$ cat src/logic/qio_pkg.sv
// Constants for the quad bidirectional port and the octal input port.
// Assumes a 32-bit APB register bus with word-aligned register offsets.
package qio_pkg;
    // Register byte offsets, one aligned word each
    localparam logic [7:0] QIO_OFF_DIR    = 8'h00; // Quad port direction, write-only
    localparam logic [7:0] QIO_OFF_LATCH  = 8'h04; // Quad port output latch, read/write
    localparam logic [7:0] QIO_OFF_PULLUP = 8'h08; // Quad port pull-up enables, write-only
    localparam logic [7:0] QIO_OFF_OCTAL  = 8'h0C; // Octal input pin levels, read-only
    localparam logic [7:0] QIO_OFF_MODE   = 8'h10; // Operating mode and standby state
    // Field layout
    localparam int QIO_QUAD_W  = 4;  // Live bits of the quad port
    localparam int QIO_OCTAL_W = 8;  // Pins of the octal port
    localparam int QIO_REG_W   = 8;  // Width of each port register
    localparam int QIO_MODE_SINGLE_BIT = 0; // Single-chip mode flag
    localparam int QIO_MODE_HWSTBY_BIT = 1; // Hardware standby flag
    localparam int QIO_MODE_SWSTBY_BIT = 2; // Software standby flag
    // Reset values
    localparam logic [3:0] QIO_QUAD_RST = 4'h0;
    localparam logic [2:0] QIO_MODE_RST = 3'h1; // Single-chip, running
    localparam logic [31:0] QIO_ZERO_WORD = 32'h0000_0000;
endpackage : qio_pkg

$ cat src/logic/qio_ports.sv
// Top of the quad bidirectional port and octal input port, with APB slave.
// Assumes APB master, pins synchronous to clk, and hardware standby as an input
// from the system controller mirrored in a mode register.
//
// Behaviour
// - Four-pin bidirectional port in low bits
// - Direction bit 1 output, 0 input
// - Latch value drives output pins
// - Output pins read back latch value
// - Input pins read back pin level
// - One pull-up enable bit per pin
// - Pull-up on only input and enabled
// - Pull-up control only in single-chip mode
// - Pull-ups off in reset, hardware standby
// - Eight-pin input-only port, no drive
// - Octal register reads live pin levels
// - Octal register read-only, no reset value
// - Octal pins routed to converter and interrupt
//
// Chosen here: the register offsets and the APB register port.
module qio_ports
    import qio_pkg::*;
(
    input  wire logic        clk,         // 20 MHz system clock
    input  wire logic        reset_n,     // Asynchronous reset, active low
    input  wire logic        psel,        // APB select
    input  wire logic        penable,     // APB access phase
    input  wire logic        pwrite,      // APB direction
    input  wire logic [7:0]  paddr,       // APB byte address
    input  wire logic [31:0] pwdata,      // APB write data
    input  wire logic [3:0]  pstrb,       // APB byte strobes
    output logic             pready,      // APB ready
    output logic [31:0]      prdata,      // APB read data
    output logic             pslverr,     // APB error on unmapped address
    input  wire logic        hwStandby,   // Hardware standby state
    input  wire logic [3:0]  quadPinIn,   // Quad pin levels
    output logic [3:0]       quadPinOut,  // Quad pin drive values
    output logic [3:0]       quadPinOe,   // Quad pin output enables
    output logic [3:0]       quadPullup,  // Quad pull-up controls
    input  wire logic [7:0]  octalPinIn,  // Octal pin levels
    output logic [7:0]       analogChannelInput,   // To the converter inputs
    output logic [7:0]       extraInterruptInput   // To the interrupt inputs
);
    logic [3:0] quadDir;       // Direction bits
    logic [3:0] quadLatch;     // Output latch
    logic [3:0] quadPullupEn;  // Pull-up enables
    logic [2:0] modeReg;       // Single-chip, unused bit (reads show hwStandby), sw standby
    logic [3:0] quadRead;      // Per-pin read-back
    logic       pullupAllow;   // Pull-ups may follow their enables
    logic       wrEn;          // Write completes this cycle
    logic [31:0] next_prdata;  // Read mux result

    // Decode of a mapped offset, used by both error and write paths
    function automatic logic qio_mapped(input logic [7:0] a);
        return (a == QIO_OFF_DIR) || (a == QIO_OFF_LATCH) || (a == QIO_OFF_PULLUP)
            || (a == QIO_OFF_OCTAL) || (a == QIO_OFF_MODE);
    endfunction : qio_mapped

    // Zero-wait slave: every access finishes in its first access cycle
    assign pready  = 1'b1;
    assign pslverr = psel & penable & ~qio_mapped(paddr);
    assign wrEn = psel & penable & pwrite & pstrb[0] & qio_mapped(paddr);

    // Direction register, upper bits dropped
    always_ff @(posedge clk or negedge reset_n) begin
        if (!reset_n) begin
            quadDir <= QIO_QUAD_RST;
        end else if (wrEn && paddr == QIO_OFF_DIR) begin
            quadDir <= pwdata[QIO_QUAD_W-1:0];
        end
    end

    // Output latch
    always_ff @(posedge clk or negedge reset_n) begin
        if (!reset_n) begin
            quadLatch <= QIO_QUAD_RST;
        end else if (wrEn && paddr == QIO_OFF_LATCH) begin
            quadLatch <= pwdata[QIO_QUAD_W-1:0];
        end
    end

    // Pull-up enables
    always_ff @(posedge clk or negedge reset_n) begin
        if (!reset_n) begin
            quadPullupEn <= QIO_QUAD_RST;
        end else if (wrEn && paddr == QIO_OFF_PULLUP) begin
            quadPullupEn <= pwdata[QIO_QUAD_W-1:0];
        end
    end

    // Mode register: software sets single-chip and software standby
    always_ff @(posedge clk or negedge reset_n) begin
        if (!reset_n) begin
            modeReg <= QIO_MODE_RST;
        end else if (wrEn && paddr == QIO_OFF_MODE) begin
            modeReg <= pwdata[2:0];
        end
    end

    // Software standby does not gate pull-ups; reset and hw standby do
    assign pullupAllow = reset_n & ~hwStandby & modeReg[QIO_MODE_SINGLE_BIT];

    // One pin cell per quad bit
    genvar gi;
    generate
        for (gi = 0; gi < QIO_QUAD_W; gi++) begin : gQuad
            qio_quad_bit uBit (
                .dirBit      (quadDir[gi]),
                .latchBit    (quadLatch[gi]),
                .pullupBit   (quadPullupEn[gi]),
                .pullupAllow (pullupAllow),
                .pinIn       (quadPinIn[gi]),
                .pinOut      (quadPinOut[gi]),
                .pinOe       (quadPinOe[gi]),
                .pullupOn    (quadPullup[gi]),
                .readBit     (quadRead[gi])
            );
        end
    endgenerate

    // Octal pins fan out to converter and interrupt inputs; never driven
    assign analogChannelInput  = octalPinIn;
    assign extraInterruptInput = octalPinIn;

    // Read mux; write-only registers read as zero
    always_comb begin
        next_prdata = QIO_ZERO_WORD;
        case (paddr)
            QIO_OFF_LATCH: begin
                next_prdata[QIO_QUAD_W-1:0] = quadRead;
            end
            QIO_OFF_OCTAL: begin
                next_prdata[QIO_OCTAL_W-1:0] = octalPinIn;
            end
            QIO_OFF_MODE: begin
                next_prdata[2:0] = {modeReg[2], hwStandby, modeReg[0]};
            end
            default: begin
                next_prdata = QIO_ZERO_WORD;
            end
        endcase
    end

    // Read data registered from the setup phase, valid in the access phase
    always_ff @(posedge clk or negedge reset_n) begin
        if (!reset_n) begin
            prdata <= QIO_ZERO_WORD;
        end else if (psel && !penable && !pwrite) begin
            prdata <= next_prdata;
        end
    end

    // Output enable tracks the direction bit one cycle after a write
    dir_oe_a: assert property (@(posedge clk) disable iff (!reset_n)
        (wrEn && paddr == QIO_OFF_DIR) |=> (quadPinOe == $past(pwdata[3:0])))
        else $error("output enable does not follow direction write");
    latch_out_a: assert property (@(posedge clk) disable iff (!reset_n)
        (wrEn && paddr == QIO_OFF_LATCH) |=> (quadPinOut == $past(pwdata[3:0])))
        else $error("pin drive does not follow latch write");
    pull_dir_a: assert property (@(posedge clk) disable iff (!reset_n)
        ((quadPullup & quadDir) == 4'h0))
        else $error("pull-up on an output pin");
    pull_hwstby_a: assert property (@(posedge clk) disable iff (!reset_n)
        hwStandby |-> (quadPullup == 4'h0))
        else $error("pull-up on in hardware standby");
    pull_mode_a: assert property (@(posedge clk) disable iff (!reset_n)
        !modeReg[0] |-> (quadPullup == 4'h0))
        else $error("pull-up on outside single-chip mode");
    pull_follow_a: assert property (@(posedge clk) disable iff (!reset_n)
        (modeReg[0] && !hwStandby) |-> (quadPullup == (quadPullupEn & ~quadDir)))
        else $error("pull-up does not follow its enable");
    octal_read_a: assert property (@(posedge clk) disable iff (!reset_n)
        (psel && !penable && !pwrite && paddr == QIO_OFF_OCTAL)
        |=> (prdata[7:0] == $past(octalPinIn) && prdata[31:8] == 24'h000000))
        else $error("octal read is not the pin levels");
    latch_read_a: assert property (@(posedge clk) disable iff (!reset_n)
        (psel && !penable && !pwrite && paddr == QIO_OFF_LATCH)
        |=> (prdata[3:0] == (($past(quadDir) & $past(quadLatch))
            | (~$past(quadDir) & $past(quadPinIn)))))
        else $error("latch read-back wrong");
    reserved_a: assert property (@(posedge clk) disable iff (!reset_n)
        (psel && !penable && !pwrite && paddr == QIO_OFF_LATCH)
        |=> (prdata[31:4] == 28'h0000000))
        else $error("reserved bits read nonzero");

    // A mapped access must never raise the error flag
    mapped_ok_a: assert property (@(posedge clk) disable iff (!reset_n)
        (psel && penable && qio_mapped(paddr)) |-> !pslverr)
        else $error("error flag on a mapped access");
    // An unmapped access must raise the error flag
    unmapped_err_a: assert property (@(posedge clk) disable iff (!reset_n)
        (psel && penable && !qio_mapped(paddr)) |-> pslverr)
        else $error("no error flag on an unmapped access");
    // Octal pins reach converter and interrupt inputs unchanged
    octal_copy_a: assert property (@(posedge clk) disable iff (!reset_n)
        (analogChannelInput == octalPinIn) && (extraInterruptInput == octalPinIn))
        else $error("octal pin copies differ from the pins");
    // A write with byte 0 not strobed leaves the latch alone
    latch_strobe_a: assert property (@(posedge clk) disable iff (!reset_n)
        (psel && penable && pwrite && !pstrb[0]) |=> $stable(quadLatch))
        else $error("latch changed on an unstrobed write");
    // Direction bits only move on a direction write
    dir_hold_a: assert property (@(posedge clk) disable iff (!reset_n)
        !(wrEn && paddr == QIO_OFF_DIR) |=> $stable(quadDir))
        else $error("direction changed without a write");
endmodule : qio_ports

$ cat src/logic/qio_quad_bit.sv
// One pin of the quad bidirectional port: drive, read-back and pull-up.
// Assumes pin input is synchronous to the system clock.
module qio_quad_bit
    import qio_pkg::*;
(
    input  wire logic dirBit,       // 1 makes the pin an output
    input  wire logic latchBit,     // Latched output value
    input  wire logic pullupBit,    // Pull-up enable
    input  wire logic pullupAllow,  // Single-chip, not in reset or hw standby
    input  wire logic pinIn,        // Pin level
    output logic      pinOut,       // Value driven on the pin
    output logic      pinOe,        // High while driving the pin
    output logic      pullupOn,     // Pull-up switched on
    output logic      readBit       // Read-back value
);
    // Output enable follows the direction bit
    assign pinOe = dirBit;
    // Latch always presented, only enabled pins drive it
    assign pinOut = latchBit;
    // Read-back picks the latch for outputs, the pin for inputs
    assign readBit = dirBit ? latchBit : pinIn;
    // Pull-up only on an input pin with its enable set, when allowed
    assign pullupOn = pullupAllow & ~dirBit & pullupBit;
endmodule : qio_quad_bit

$ cat config.mk
export PLATFORM = sky130hd
export DESIGN_NAME = qio_ports
export DESIGN_NICKNAME = d
export VERILOG_FILES = /design/src/logic/qio_pkg.sv /design/src/logic/qio_ports.sv /design/src/logic/qio_quad_bit.sv
export SDC_FILE = /design/constraint.sdc
export NUM_CORES = 1
export LEC_CHECK = 0
export BUFFER_PORTS_ARGS = -buffer_cell sky130_fd_sc_hd__buf_2
export CAP_MARGIN = 0
export CELL_PAD_IN_SITES_DETAIL_PLACEMENT = 1
export CELL_PAD_IN_SITES_GLOBAL_PLACEMENT = 1
export CORE_ASPECT_RATIO = 1.4
export CORE_MARGIN = 10
export CORE_UTILIZATION = 24
export DETAILED_ROUTE_END_ITERATION = 7
export HOLD_SLACK_MARGIN = 0.1
export PLACE_DENSITY = 0.76
export SLEW_MARGIN = 5
export SYNTH_ARGS = -nofsm -noshare
export SYNTH_HDL_FRONTEND = slang
export SYNTH_SLANG_ARGS = --single-unit
$ cat constraint.sdc
create_clock -name clk -period 1 [get_ports clk]
set_input_delay 0.1 -clock clk [delete_from_list [all_inputs] [get_ports clk]]
set_output_delay 0.1 -clock clk [all_outputs]
set_load 0.01 [all_outputs]
# Word level (Yosys, flattened, before mapping)
# Index checks and enable logic that the tools add are counted.
word_totals:
  reg_bits: 23
  out_inout_bits: 62
  elab_cells: 50
classes:
  n_eq_ne: 4
  n_mux: 7
  bitwise: 21
  reduce_logical: 13
ops:
  columns: ["operator", "n"]
  rows:
  - ["$eq A8 B4 Y1 const B", 2]
  - ["$and A1 B1 Y1", 15]
  - ["$pmux W3 S3", 1]
  - ["$eq A8 B3 Y1 const B", 1]
  - ["$eq A8 B5 Y1 const B", 1]
  - ["$logic_not A8 Y1", 1]
  - ["$logic_and A1 B1 Y1", 6]
  - ["$not A1 Y1", 6]
  - ["$logic_or A1 B1 Y1", 4]
  - ["$mux W1", 4]
  - ["$mux W4", 1]
  - ["$logic_not A1 Y1", 2]
  - ["$pmux W1 S2", 1]

# Depth between registers and ports, before layout
# Gate-level depths: netlist of the first run.
depth:
  ltp_word: 7
  mapped_depth: 4
  ltp_nobuf: 4

# Cells and area by module
# Synthesis of the first run repeated with hierarchy kept, for this count alone.
hier_totals:
  cells_unflattened: 150
  hier_area_um2: 1585.3
by_module_without_submodules:
  columns: ["module", "instances", "cells_per_inst", "area_per_inst_um2", "seq_area_each_um2"]
  rows:
  - ["qio_ports", 1, 134, 1425.1, 551.8]
  - ["qio_quad_bit", 4, 4, 40.0, 0.0]

# Worst setup path after synthesis of the first run
# OpenSTA, ideal clock, no wires.
synth_path:
  path_type: "input -> register"
  startpoint: "input paddr[5]"
  endpoint: "register quadLatch[0]"
  setup_ns: 0.125
  arrival_ns: 1.374
  required_time_ns: 0.875
  slack_ns: -0.499
  path_stages: 3
  n_path_buf: 0
  cell_sequence: "or4_4 > nor4_4 > mux2_2"
synth_between:
  elab_chain_cells: 7
  word_cells_on_any_way: 11
  classes_between: "eq/ne: 4; bitwise: 1; reduce/logical: 6"
synth_lines:
  columns: ["element", "line", "text"]
  rows:
  - ["start: declaration", "qio_ports.sv:29", "input wire logic [7:0] paddr,"]
  - ["$eq A8 B3 Y1 / $logic_not A8 Y1 (equally long branches)", "qio_ports.sv:55, qio_ports.sv:77", null]
  - ["$logic_or A1 B1 Y1 (2 in series)", "qio_ports.sv:55", "return (a == QIO_OFF_DIR) || (a == QIO_OFF_LATCH) || (a == QIO_OFF_PULLUP)"]
  - ["$logic_or A1 B1 Y1 (2 in series)", "qio_ports.sv:56", "|| (a == QIO_OFF_OCTAL) || (a == QIO_OFF_MODE);"]
  - ["$and A1 B1 Y1", "qio_ports.sv:62", "assign wrEn = psel & penable & pwrite & pstrb[0] & qio_mapped(paddr);"]
  - ["$logic_and A1 B1 Y1 *", "qio_ports.sv:77", "end else if (wrEn && paddr == QIO_OFF_LATCH) begin"]
  - ["end signal: assignment", "qio_ports.sv:78", "quadLatch <= pwdata[QIO_QUAD_W-1:0];"]
  - ["end: declaration", "qio_ports.sv:45", "logic [3:0] quadLatch;"]
# Mark *: on every way between the ends. The rest lies on a longest branch, timed or not.
# A chain may end at the register's enable or synchronous reset.

# Worst setup path after layout of the first run
layout_path:
  startpoint: "register modeReg[0]"
  endpoint: "output quadPullup[0]"
layout_between:
  elab_chain_cells: 3
layout_lines:
  columns: ["element", "line", "text"]
  rows:
  - ["start: declaration", "qio_ports.sv:47", "logic [2:0] modeReg;"]
  - ["start signal: assignment", "qio_ports.sv:96", "modeReg <= pwdata[2:0];"]
  - ["$and A1 B1 Y1", "qio_ports.sv:101", "assign pullupAllow = reset_n & ~hwStandby & modeReg[QIO_MODE_SINGLE_BIT];"]
  - ["$and A1 B1 Y1 (2 in series)", "qio_quad_bit.sv:23", "assign pullupOn = pullupAllow & ~dirBit & pullupBit;"]
  - ["end: declaration", "qio_ports.sv:39", "output logic [3:0] quadPullup,"]
# Every way passes these cells.

==> run_results.csv, run 1 <==
group,metric,value,unit
global_routing,track_usage,10.3,%
synthesis,synthArstFlopShare,100,%
pwr,p_int,1410,µW
cells_and_area,syn2layout_area_growth,46.0,%
synthesis,synthDistinctLibCells,30,
pwr,power_frac_seq,46.1,%
floorplan,rows,34,
detailed_routing,drtPass1Iterations,4,
detailed_routing,wirelength,5270,µm
cells_and_area,drive_above_1_share,60.4,%
synthesis,postSynthCellCount,151,
worst_setup_path,cp_data_arrival_time,1350,ps
global_routing,grt_overflow,0,
floorplan,die_area,0.0100,mm²
detailed_routing,drc_errors,0,
run,maxCapViolCount,0,
detailed_routing,route.vias.total,1256,
timing,fin_crit,1450,ps
placement,hpwl,4240,µm
floorplan,die_h,114,µm
synthesis,synth-seq-area-share,36.1,%
pwr,ir_drop,0.403,mV
timing,holdWs,97.9,ps
floorplan,die_x,87.4,µm
clocking,numCtsBuffers,3,
clocking,clkLatencyLatePin,270,ps
timing,finalWorstSetupSlack,-452,ps
worst_setup_path,crit_path_top_delay_cell,"dfstp_2",
clocking,cts_tree,"yes",
worst_setup_path,cp-end-kind,"output pin",
detailed_routing,first_iter_violations,39,
timing,rsz0062_at_grt,"yes",
pwr,comb_power_share,19.6,%
synthesis,synth_warnings,0,
pwr,power_density,874,mW/mm²
pwr,clkPwrFrac,34.4,%
pwr,netSwitchingFraction,27.6,%
pwr,p_sw,537,µW
worst_setup_path,crit_fanout,4,
outcome,failed_checks,"negative setup slack",
synthesis,ys.flop_type,"dfrtp_1",
synthesis,postSynthAreaPerCell,10.1,µm²
worst_setup_path,crit_type,"reg -> out",
cells_and_area,final_cells,299,
timing,max_freq,689,MHz
hold_path,hold_path.class,"in -> reg",
cells_and_area,antennaDiodeCount,0,
global_routing,grt_max_degree,23,
placement,placed_cells,281,
timing,fin_crit_sh,145,%
detailed_routing,wl_per_cell,17.6,µm
clocking,cts.sinks,22,
worst_setup_path,critPathRequiredTime,900,ps
synthesis,synth-edff-count,0,
placement,pre_cts_slack,-695,ps
timing,setup_tns,-9210,ps
clocking,clk_pin_slew,80,ps
clocking,clk_path_buf_depth,2,
pwr,p_leak,0.00118,µW
floorplan,io_pins,124,
worst_setup_path,critPathLaunchType,"flop",
placement,io_buffers,67,
cells_and_area,nets,290,
synthesis,synth_top_area_share,34.4,%
detailed_routing,via_per_inst,4.20,
timing,skew,6.30,ps
floorplan,initial_utilization,24.6,%
clocking,cts_max_level,1,
outcome,status,"finished, violations left",
global_routing,grt_pass1_wl,8180,µm
timing,slew_viol_final,0,
placement,gp_congestion,0.726,
timing,hold_viol,0,
synthesis,syn_area,0.00153,mm²
global_routing,grt_pass1_vias,1586,
clocking,clock-root-buffer,"clkbuf_8",
global_routing,antenna_found_initial,0,
synthesis,synth-seq-cells,22,
synthesis,post-synth-top-area-cell,"dfrtp_1",
worst_setup_path,critPathMaxStageDelay,540,ps
synthesis,synth.top_cells.by_area,"dfrtp_1 34%, buf_4 26%, mux2_2 4.4%",
floorplan,fp.coreArea,0.00621,mm²
timing,final-setup-viol-count,35,
detailed_routing,ant_nets,0,
worst_setup_path,cp_cell_sequence,"nand3b_1 > buf_6 > nor3b_2 > buf_2",
area by class of cell:
class | count | area [µm²]
Multi-Input combinational cell | 97 | 779
Fill cell | 739 | 3980
Timing Repair Buffer | 103 | 751
Inverter | 1 | 3.75
Sequential cell | 22 | 552
Tap cell | 72 | 90.1
Clock buffer | 4 | 55.1
power groups by stage:
| stage | logic (µW) | clock network (µW) | registers [µW] |
|---|---|---|---|
| floorplan | 240 | 0 | 916 |
| global route | 422 | 717 | 900 |
| CTS | 375 | 694 | 899 |
| detailed placement | 324 | 0 | 916 |
| global placement | 317 | 0 | 915 |
| finish | 381 | 670 | 899 |
cell usage in the layout, fill, tap and decap left out, types with 5 or more instances in the layout:
master / Yosys / layout
buf_2: 0 / 56
conb_1: 2 / 25
buf_6: 0 / 22
dfrtp_1: 21 / 21
buf_4: 53 / 17
nand2_1: 14 / 14
mux2_4: 4 / 14
o21ai_1: 0 / 6
dlygate4sd3_1: 0 / 6
nor2_1: 6 / 5
routing by layer:
metal	GRT usage, %	vias up	routed length, µm
li1	-	588	-
met5	0	-	0
met1	10.4	604	1910
met2	18.7	59	2820
met3	4.34	5	481
met4	2.88	0	61
flip-flops by register name, summed over array words and instances (netlist names):
name and cells:
modeReg 2, quadDir 4, quadLatch 4, quadPullupEn 4
prdata 8
critical path, delay by kind of cell (launching register included):
kind | cells | cell delay (ps)
DFF | 1 | 540
buffers and inverters | 2 | 300
and+or+nand+nor | 2 | 250
metrics by stage:
step | util [%] | instance area, µm² | total power, µW
floorplan | - | 1620 | 1160
global placement | 29.1 | 1810 | 1230
detailed placement | 29.1 | 1810 | 1240
CTS | 35.3 | 2190 | 1970
global route | 35.9 | 2230 | 2040
finish | 35.9 | 2230 | 1950
kinds of logic (layout without fill, tap and decap cells):
logic type	count (synthesis)	count (layout)	synth area share, %
compound gates	14	14	5.49
buf+inv	55	108	26.5
flops	22	22	36.1
mux	19	19	14.7
other cells	2	25	0.492
simple gates	39	39	16.7
repair_timing:
action / CTS / global route
setup endpoints to repair: 35 / 37
buffers inserted: 9 / 4
pin swaps: 11 / 6
hold endpoints to repair: 29 / 0
resized for setup: 51 / 8
hold buffers: 6 / 0
worst paths after layout:
path	cells after the start	startpoint	slack, ps	to
max in group asynchronous	3	reset_n	320	modeReg[0]
max reg2reg	4	quadDir[1]	-210	prdata[1]
max	4	modeReg[0]	-450	quadPullup[0]
min in group asynchronous	3	reset_n	380	quadDir[1]
min reg2reg	2	prdata[6]	480	prdata[6]
min	3	octalPinIn[7]	100	prdata[7]
Yosys cell counts, types with 2 or more instances:
| cell | number |
|---|---|
| nand2_1 | 14 |
| conb_1 | 2 |
| nand3_1 | 2 |
| dfrtp_1 | 21 |
| nor3b_1 | 5 |
| nor2_1 | 6 |
| buf_4 | 53 |
| o21ai_0 | 9 |
| mux2i_1 | 4 |
| mux2_1 | 5 |
| a221oi_1 | 3 |
| mux2_4 | 4 |
| mux2_2 | 6 |
(Power assumes the default switching activity.)
==> run 2: changes to the inputs <==
Settings changed: PLACE_DENSITY 0.76 to 0.84.
==> run_results.csv, run 2 (synthesized netlist as in run 1, its figures left out) <==
group,metric,value,unit
outcome,status,"finished, violations left",
outcome,failed_checks,"negative setup slack",
hold_path,hold_path.class,"in -> reg",
worst_setup_path,crit_family,"simple AND/OR/NAND/NOR gates",
cells_and_area,top_register,"prdata",
worst_setup_path,critPathLaunchType,"input port",
floorplan,io_pins,124,
worst_setup_path,critPathMaxStageDelay,580,ps
worst_setup_path,crit_type,"in -> reg",
timing,fin_crit_sh,147,%
clocking,clock-root-buffer,"clkbuf_8",
global_routing,grt_pass1_wl,8010,µm
cells_and_area,nets,292,
floorplan,die_h,114,µm
cells_and_area,antennaDiodeCount,0,
cells_and_area,layout_commonest_cell,"buf_2",
cells_and_area,syn2layout_area_growth,47.3,%
worst_setup_path,cp_cell_sequence,"buf_6 > or4_4 > nor3_4 > nand4b_4 > mux2_4",
global_routing,grt_overflow,0,
detailed_routing,route.vias.total,1272,
global_routing,antenna_found_initial,0,
worst_setup_path,cp_data_arrival_time,1630,ps
clocking,cts_max_level,1,
floorplan,initial_utilization,24.6,%
timing,max_freq,679,MHz
clocking,cts_tree,"yes",
cells_and_area,final_util,36.2,%
cells_and_area,largest_reg_flops,8,
global_routing,grt_pass1_vias,1553,
clocking,clkLatencyLatePin,270,ps
floorplan,rows,34,
timing,holdWs,117,ps
detailed_routing,via_per_inst,4.23,
timing,slew_viol_final,0,
cells_and_area,final_cells,301,
timing,rsz0062_at_grt,"yes",
global_routing,grt_max_degree,23,
run,maxCapViolCount,0,
detailed_routing,drtPass1Iterations,4,
timing,fin_crit,1470,ps
clocking,clk_path_buf_depth,2,
floorplan,die_area,0.0100,mm²
cells_and_area,drive_above_1_share,61.6,%
detailed_routing,wl_per_cell,17.2,µm
detailed_routing,drc_errors,0,
worst_setup_path,crit_path_top_delay_cell,"or4_4",
clocking,cts.sinks,22,
worst_setup_path,critPathRequiredTime,1160,ps
placement,io_buffers,67,
placement,gp_congestion,0.813,
worst_setup_path,cp.buffers_inverters,1,
floorplan,die_x,87.4,µm
pwr,p_leak,0.00116,µW
pwr,ir_drop,0.504,mV
timing,final-setup-viol-count,35,
placement,placed_cells,282,
worst_setup_path,crit_fanout,4,
floorplan,fp.coreArea,0.00621,mm²
pwr,power,1950,µW
timing,hold_viol,0,
clocking,numCtsBuffers,3,
timing,skew,4.17,ps
cells_and_area,final_cell_mix,"58 x buf_2, 25 x conb_1, 22 x buf_6, 21 x dfrtp_1, 18 x buf_4",
detailed_routing,wirelength,5170,µm
timing,finalWorstSetupSlack,-473,ps
clocking,clk_pin_slew,90,ps
detailed_routing,first_iter_violations,41,
worst_setup_path,rrSetupSlack,-190,ps
detailed_routing,ant_nets,0,
worst_setup_path,cp-end-kind,"flop",
global_routing,track_usage,10.1,%
pwr,power_density,868,mW/mm²
placement,hpwl,4150,µm
[run 2: cell count changes in the layout (fill, tap and decap cells not counted), sizes merged]
cell	change
buf	+1
dlygate4sd3	+1
[run 2: cell type report]
class | instances | area (µm²)
Clock buffer | 4 | 55.1
Tap cell | 72 | 90.1
Fill cell | 733 | 3960
Sequential cell | 22 | 552
Multi-Input combinational cell | 97 | 806
Timing Repair Buffer | 105 | 743
Inverter | 1 | 3.75
[run 2: layer usage]
layer / global-route usage (%) / vias to the layer above / share of wire [%]
met4: 2.45 / 0 / 1.3
li1: - / 594 / -
met2: 17.2 / 70 / 51
met3: 5.06 / 8 / 11
met1: 10.8 / 600 / 37
met5: 0 / - / 0
[run 2: through the flow]
| stage | area (µm²) | setup slack, ps | TNS, ps |
|---|---|---|---|
| floorplan | 1620 | -499 | -8790 |
| detailed placement | 1820 | -746 | -15120 |
| global route | 2250 | -514 | -11320 |
| global placement | 1820 | -699 | -13860 |
| CTS | 2160 | -496 | -9160 |
| finish | 2250 | -473 | -9900 |
[run 2: path summary, 6_finish.rpt]
path / from / end / cells after the start
worst min-delay path: pwdata[0] / quadPullupEn[0] / 2
min in group asynchronous: reset_n / quadDir[1] / 3
max in group asynchronous: reset_n / modeReg[0] / 3
worst max register to register: quadDir[1] / prdata[1] / 5
worst min register to register: prdata[6] / prdata[6] / 2
worst max-delay path: paddr[7] / quadPullupEn[2] / 5
[run 2: timing repair]
item                       CTS  global route
setup buffers                6             3
gates resized for setup     45            16
hold endpoints to repair    31             0
cloned                       0             0
pin swaps                    6             9
setup endpoints to repair   35            35
hold buffers                 7             0
[run 2: worst reg2reg max path, cell delays in order (launching register included)]
cell and delay [ps]:
dfrtp_1 390, buf_6 120, mux2i_4 230, nor2_2 60, a221oi_2 170, o21ai_1 100
[run 2: report_power, final]
part | total [µW] | internal (µW) | switching [µW]
clock | 665 | 352 | 313
combinational | 390 | 172 | 218
sequential | 899 | 895 | 4.21
==> run 3: changes to the inputs <==
Settings changed: PLACE_DENSITY 0.84 to not set, PLACE_DENSITY_LB_ADDON set to 0.1.
==> run_results.csv, run 3 (synthesized netlist as in run 1, its figures left out) <==
group,metric,value,unit
outcome,status,"finished, violations left",
outcome,failed_checks,"negative setup slack",
cells_and_area,nets,291,
clocking,cts_max_level,1,
detailed_routing,drtPass1Iterations,4,
floorplan,fp.coreArea,0.00621,mm²
placement,pre_cts_slack,-697,ps
floorplan,die_h,114,µm
global_routing,grt_pass1_wl,7780,µm
detailed_routing,via_per_inst,4.20,
placement,io_buffers,67,
timing,fin_crit,1460,ps
cells_and_area,final_cell_mix,"57 x buf_2, 26 x buf_6, 25 x conb_1, 21 x dfrtp_1, 15 x buf_4",
timing,setup_tns,-8850,ps
floorplan,rows,34,
global_routing,track_usage,9.83,%
timing,rsz0062_at_grt,"yes",
floorplan,die_area,0.0100,mm²
clocking,numCtsBuffers,3,
cells_and_area,antennaDiodeCount,0,
worst_setup_path,critPathRequiredTime,900,ps
worst_setup_path,critPathLaunchType,"flop",
placement,hpwl,4120,µm
worst_setup_path,critPathMaxStageDelay,540,ps
cells_and_area,top_register,"prdata",
timing,final-setup-viol-count,33,
cells_and_area,final_util,36.7,%
floorplan,initial_utilization,24.6,%
pwr,ir_drop,0.438,mV
pwr,power_frac_seq,41.8,%
clocking,clk_pin_slew,90,ps
pwr,netSwitchingFraction,25.5,%
detailed_routing,route.vias.total,1261,
pwr,p_sw,549,µW
run,maxCapViolCount,0,
worst_setup_path,cp-end-kind,"output pin",
pwr,p_int,1600,µW
hold_path,hold_path.class,"in -> reg",
detailed_routing,wl_per_cell,16.9,µm
worst_setup_path,crit_fanout,4,
worst_setup_path,cp_cell_sequence,"nand3b_1 > buf_6 > nor3b_2 > buf_2",
placement,gp_congestion,0.707,
cells_and_area,syn2layout_area_growth,49.1,%
clocking,clkLatencyLatePin,270,ps
pwr,p_leak,0.00120,µW
detailed_routing,drc_errors,0,
timing,skew,0.802,ps
cells_and_area,post-route-cell-area,0.00228,mm²
cells_and_area,layout_commonest_cell,"buf_2",
timing,fin_crit_sh,146,%
placement,placed_cell_area,0.00183,mm²
pwr,power_density,943,mW/mm²
floorplan,io_pins,124,
worst_setup_path,rrSetupSlack,-160,ps
clocking,cts.sinks,22,
placement,placed_cells,283,
timing,finalWorstSetupSlack,-461,ps
floorplan,die_x,87.4,µm
global_routing,grt_pass1_vias,1472,
pwr,clkPwrFrac,40.1,%
detailed_routing,ant_nets,0,
worst_setup_path,crit_type,"reg -> out",
timing,slew_viol_final,0,
cells_and_area,final_cells,300,
global_routing,grt_max_degree,23,
global_routing,antenna_found_initial,0,
detailed_routing,wirelength,5070,µm
worst_setup_path,crit_path_top_delay_cell,"dfstp_2",
detailed_routing,first_iter_violations,29,
cells_and_area,drive_above_1_share,62.3,%
timing,hold_viol,0,
pwr,comb_power_share,18.1,%
clocking,clk_path_buf_depth,2,
cells_and_area,largest_reg_flops,8,
clocking,clock-root-buffer,"clkbuf_8",
clocking,cts_tree,"yes",
timing,max_freq,684,MHz
worst_setup_path,cp_data_arrival_time,1360,ps
global_routing,grt_overflow,0,
-- run 3: cell types whose count changed in the layout (fill, tap and decap cells not counted), moves of 2 or more --
| cell | delta |
|---|---|
| buf_4 | -3 |
| buf_6 | +4 |
| mux2i_2 | +2 |
| mux2i_4 | -2 |
| nor2_1 | +2 |
| nor2_2 | -2 |
| o21ai_1 | -3 |
| o21ai_2 | +3 |
-- run 3: repair_timing --
item	in CTS	in global routing
pin swaps	12	7
hold endpoints to repair	29	0
gates resized for setup	49	15
setup endpoints to repair	35	35
buffers inserted	7	1
hold buffers	6	0
-- run 3: worst paths after layout --
check,start,to,depth (start not counted)
worst max register to register,quadDir[1],prdata[1],5
worst max-delay path,modeReg[0],quadPullup[1],4
max in group asynchronous,reset_n,modeReg[0],3
min in group asynchronous,reset_n,prdata[2],3
worst min register to register,prdata[7],prdata[7],2
worst min-delay path,pwdata[1],quadDir[1],2
-- run 3: power groups by stage --
| stage | Sequential, µW | Clock, µW | Combinational (µW) |
|---|---|---|---|
| 4_1_cts | 898 | 891 | 371 |
| 2_1_floorplan | 916 | 0 | 240 |
| 5_1_grt | 900 | 913 | 432 |
| 3_3_place_gp | 915 | 0 | 321 |
| 6_report | 899 | 862 | 389 |
| 3_5_place_dp | 915 | 0 | 325 |
-- run 3: per-layer routing --
layer | up-vias | global-route usage, % | share of wire, % | wire length (µm)
met2 | 48 | 18.9 | 57 | 2900
met4 | 0 | 3.41 | 1.4 | 70
met1 | 619 | 9.41 | 34 | 1710
met5 | - | 0 | 0 | 0
li1 | 588 | - | - | -
met3 | 6 | 2.85 | 7.8 | 393
-- run 3: final cells by class --
type                    instances  area (µm²)
multi-input cells              97         811
flip-flops and latches         22         552
repair buffers                104         751
well taps                      72        90.1
clock buffers                   3        41.3
fillers                       740        3930
inverters                       1        3.75
clock inverters                 1        30.0
-- run 3: worst max-delay path, delay by kind of cell (launching register included) --
family | cells | cell delay, ps
simple gates | 2 | 240
flops | 1 | 540
buf+inv | 2 | 300
-- run 3: through the flow --
stage,hold slack (ps),power (µW)
after global placement,118,1240
after floorplan,-196,1160
after detailed placement,118,1240
after CTS,102,2160
after global routing,105,2240
final,106,2150
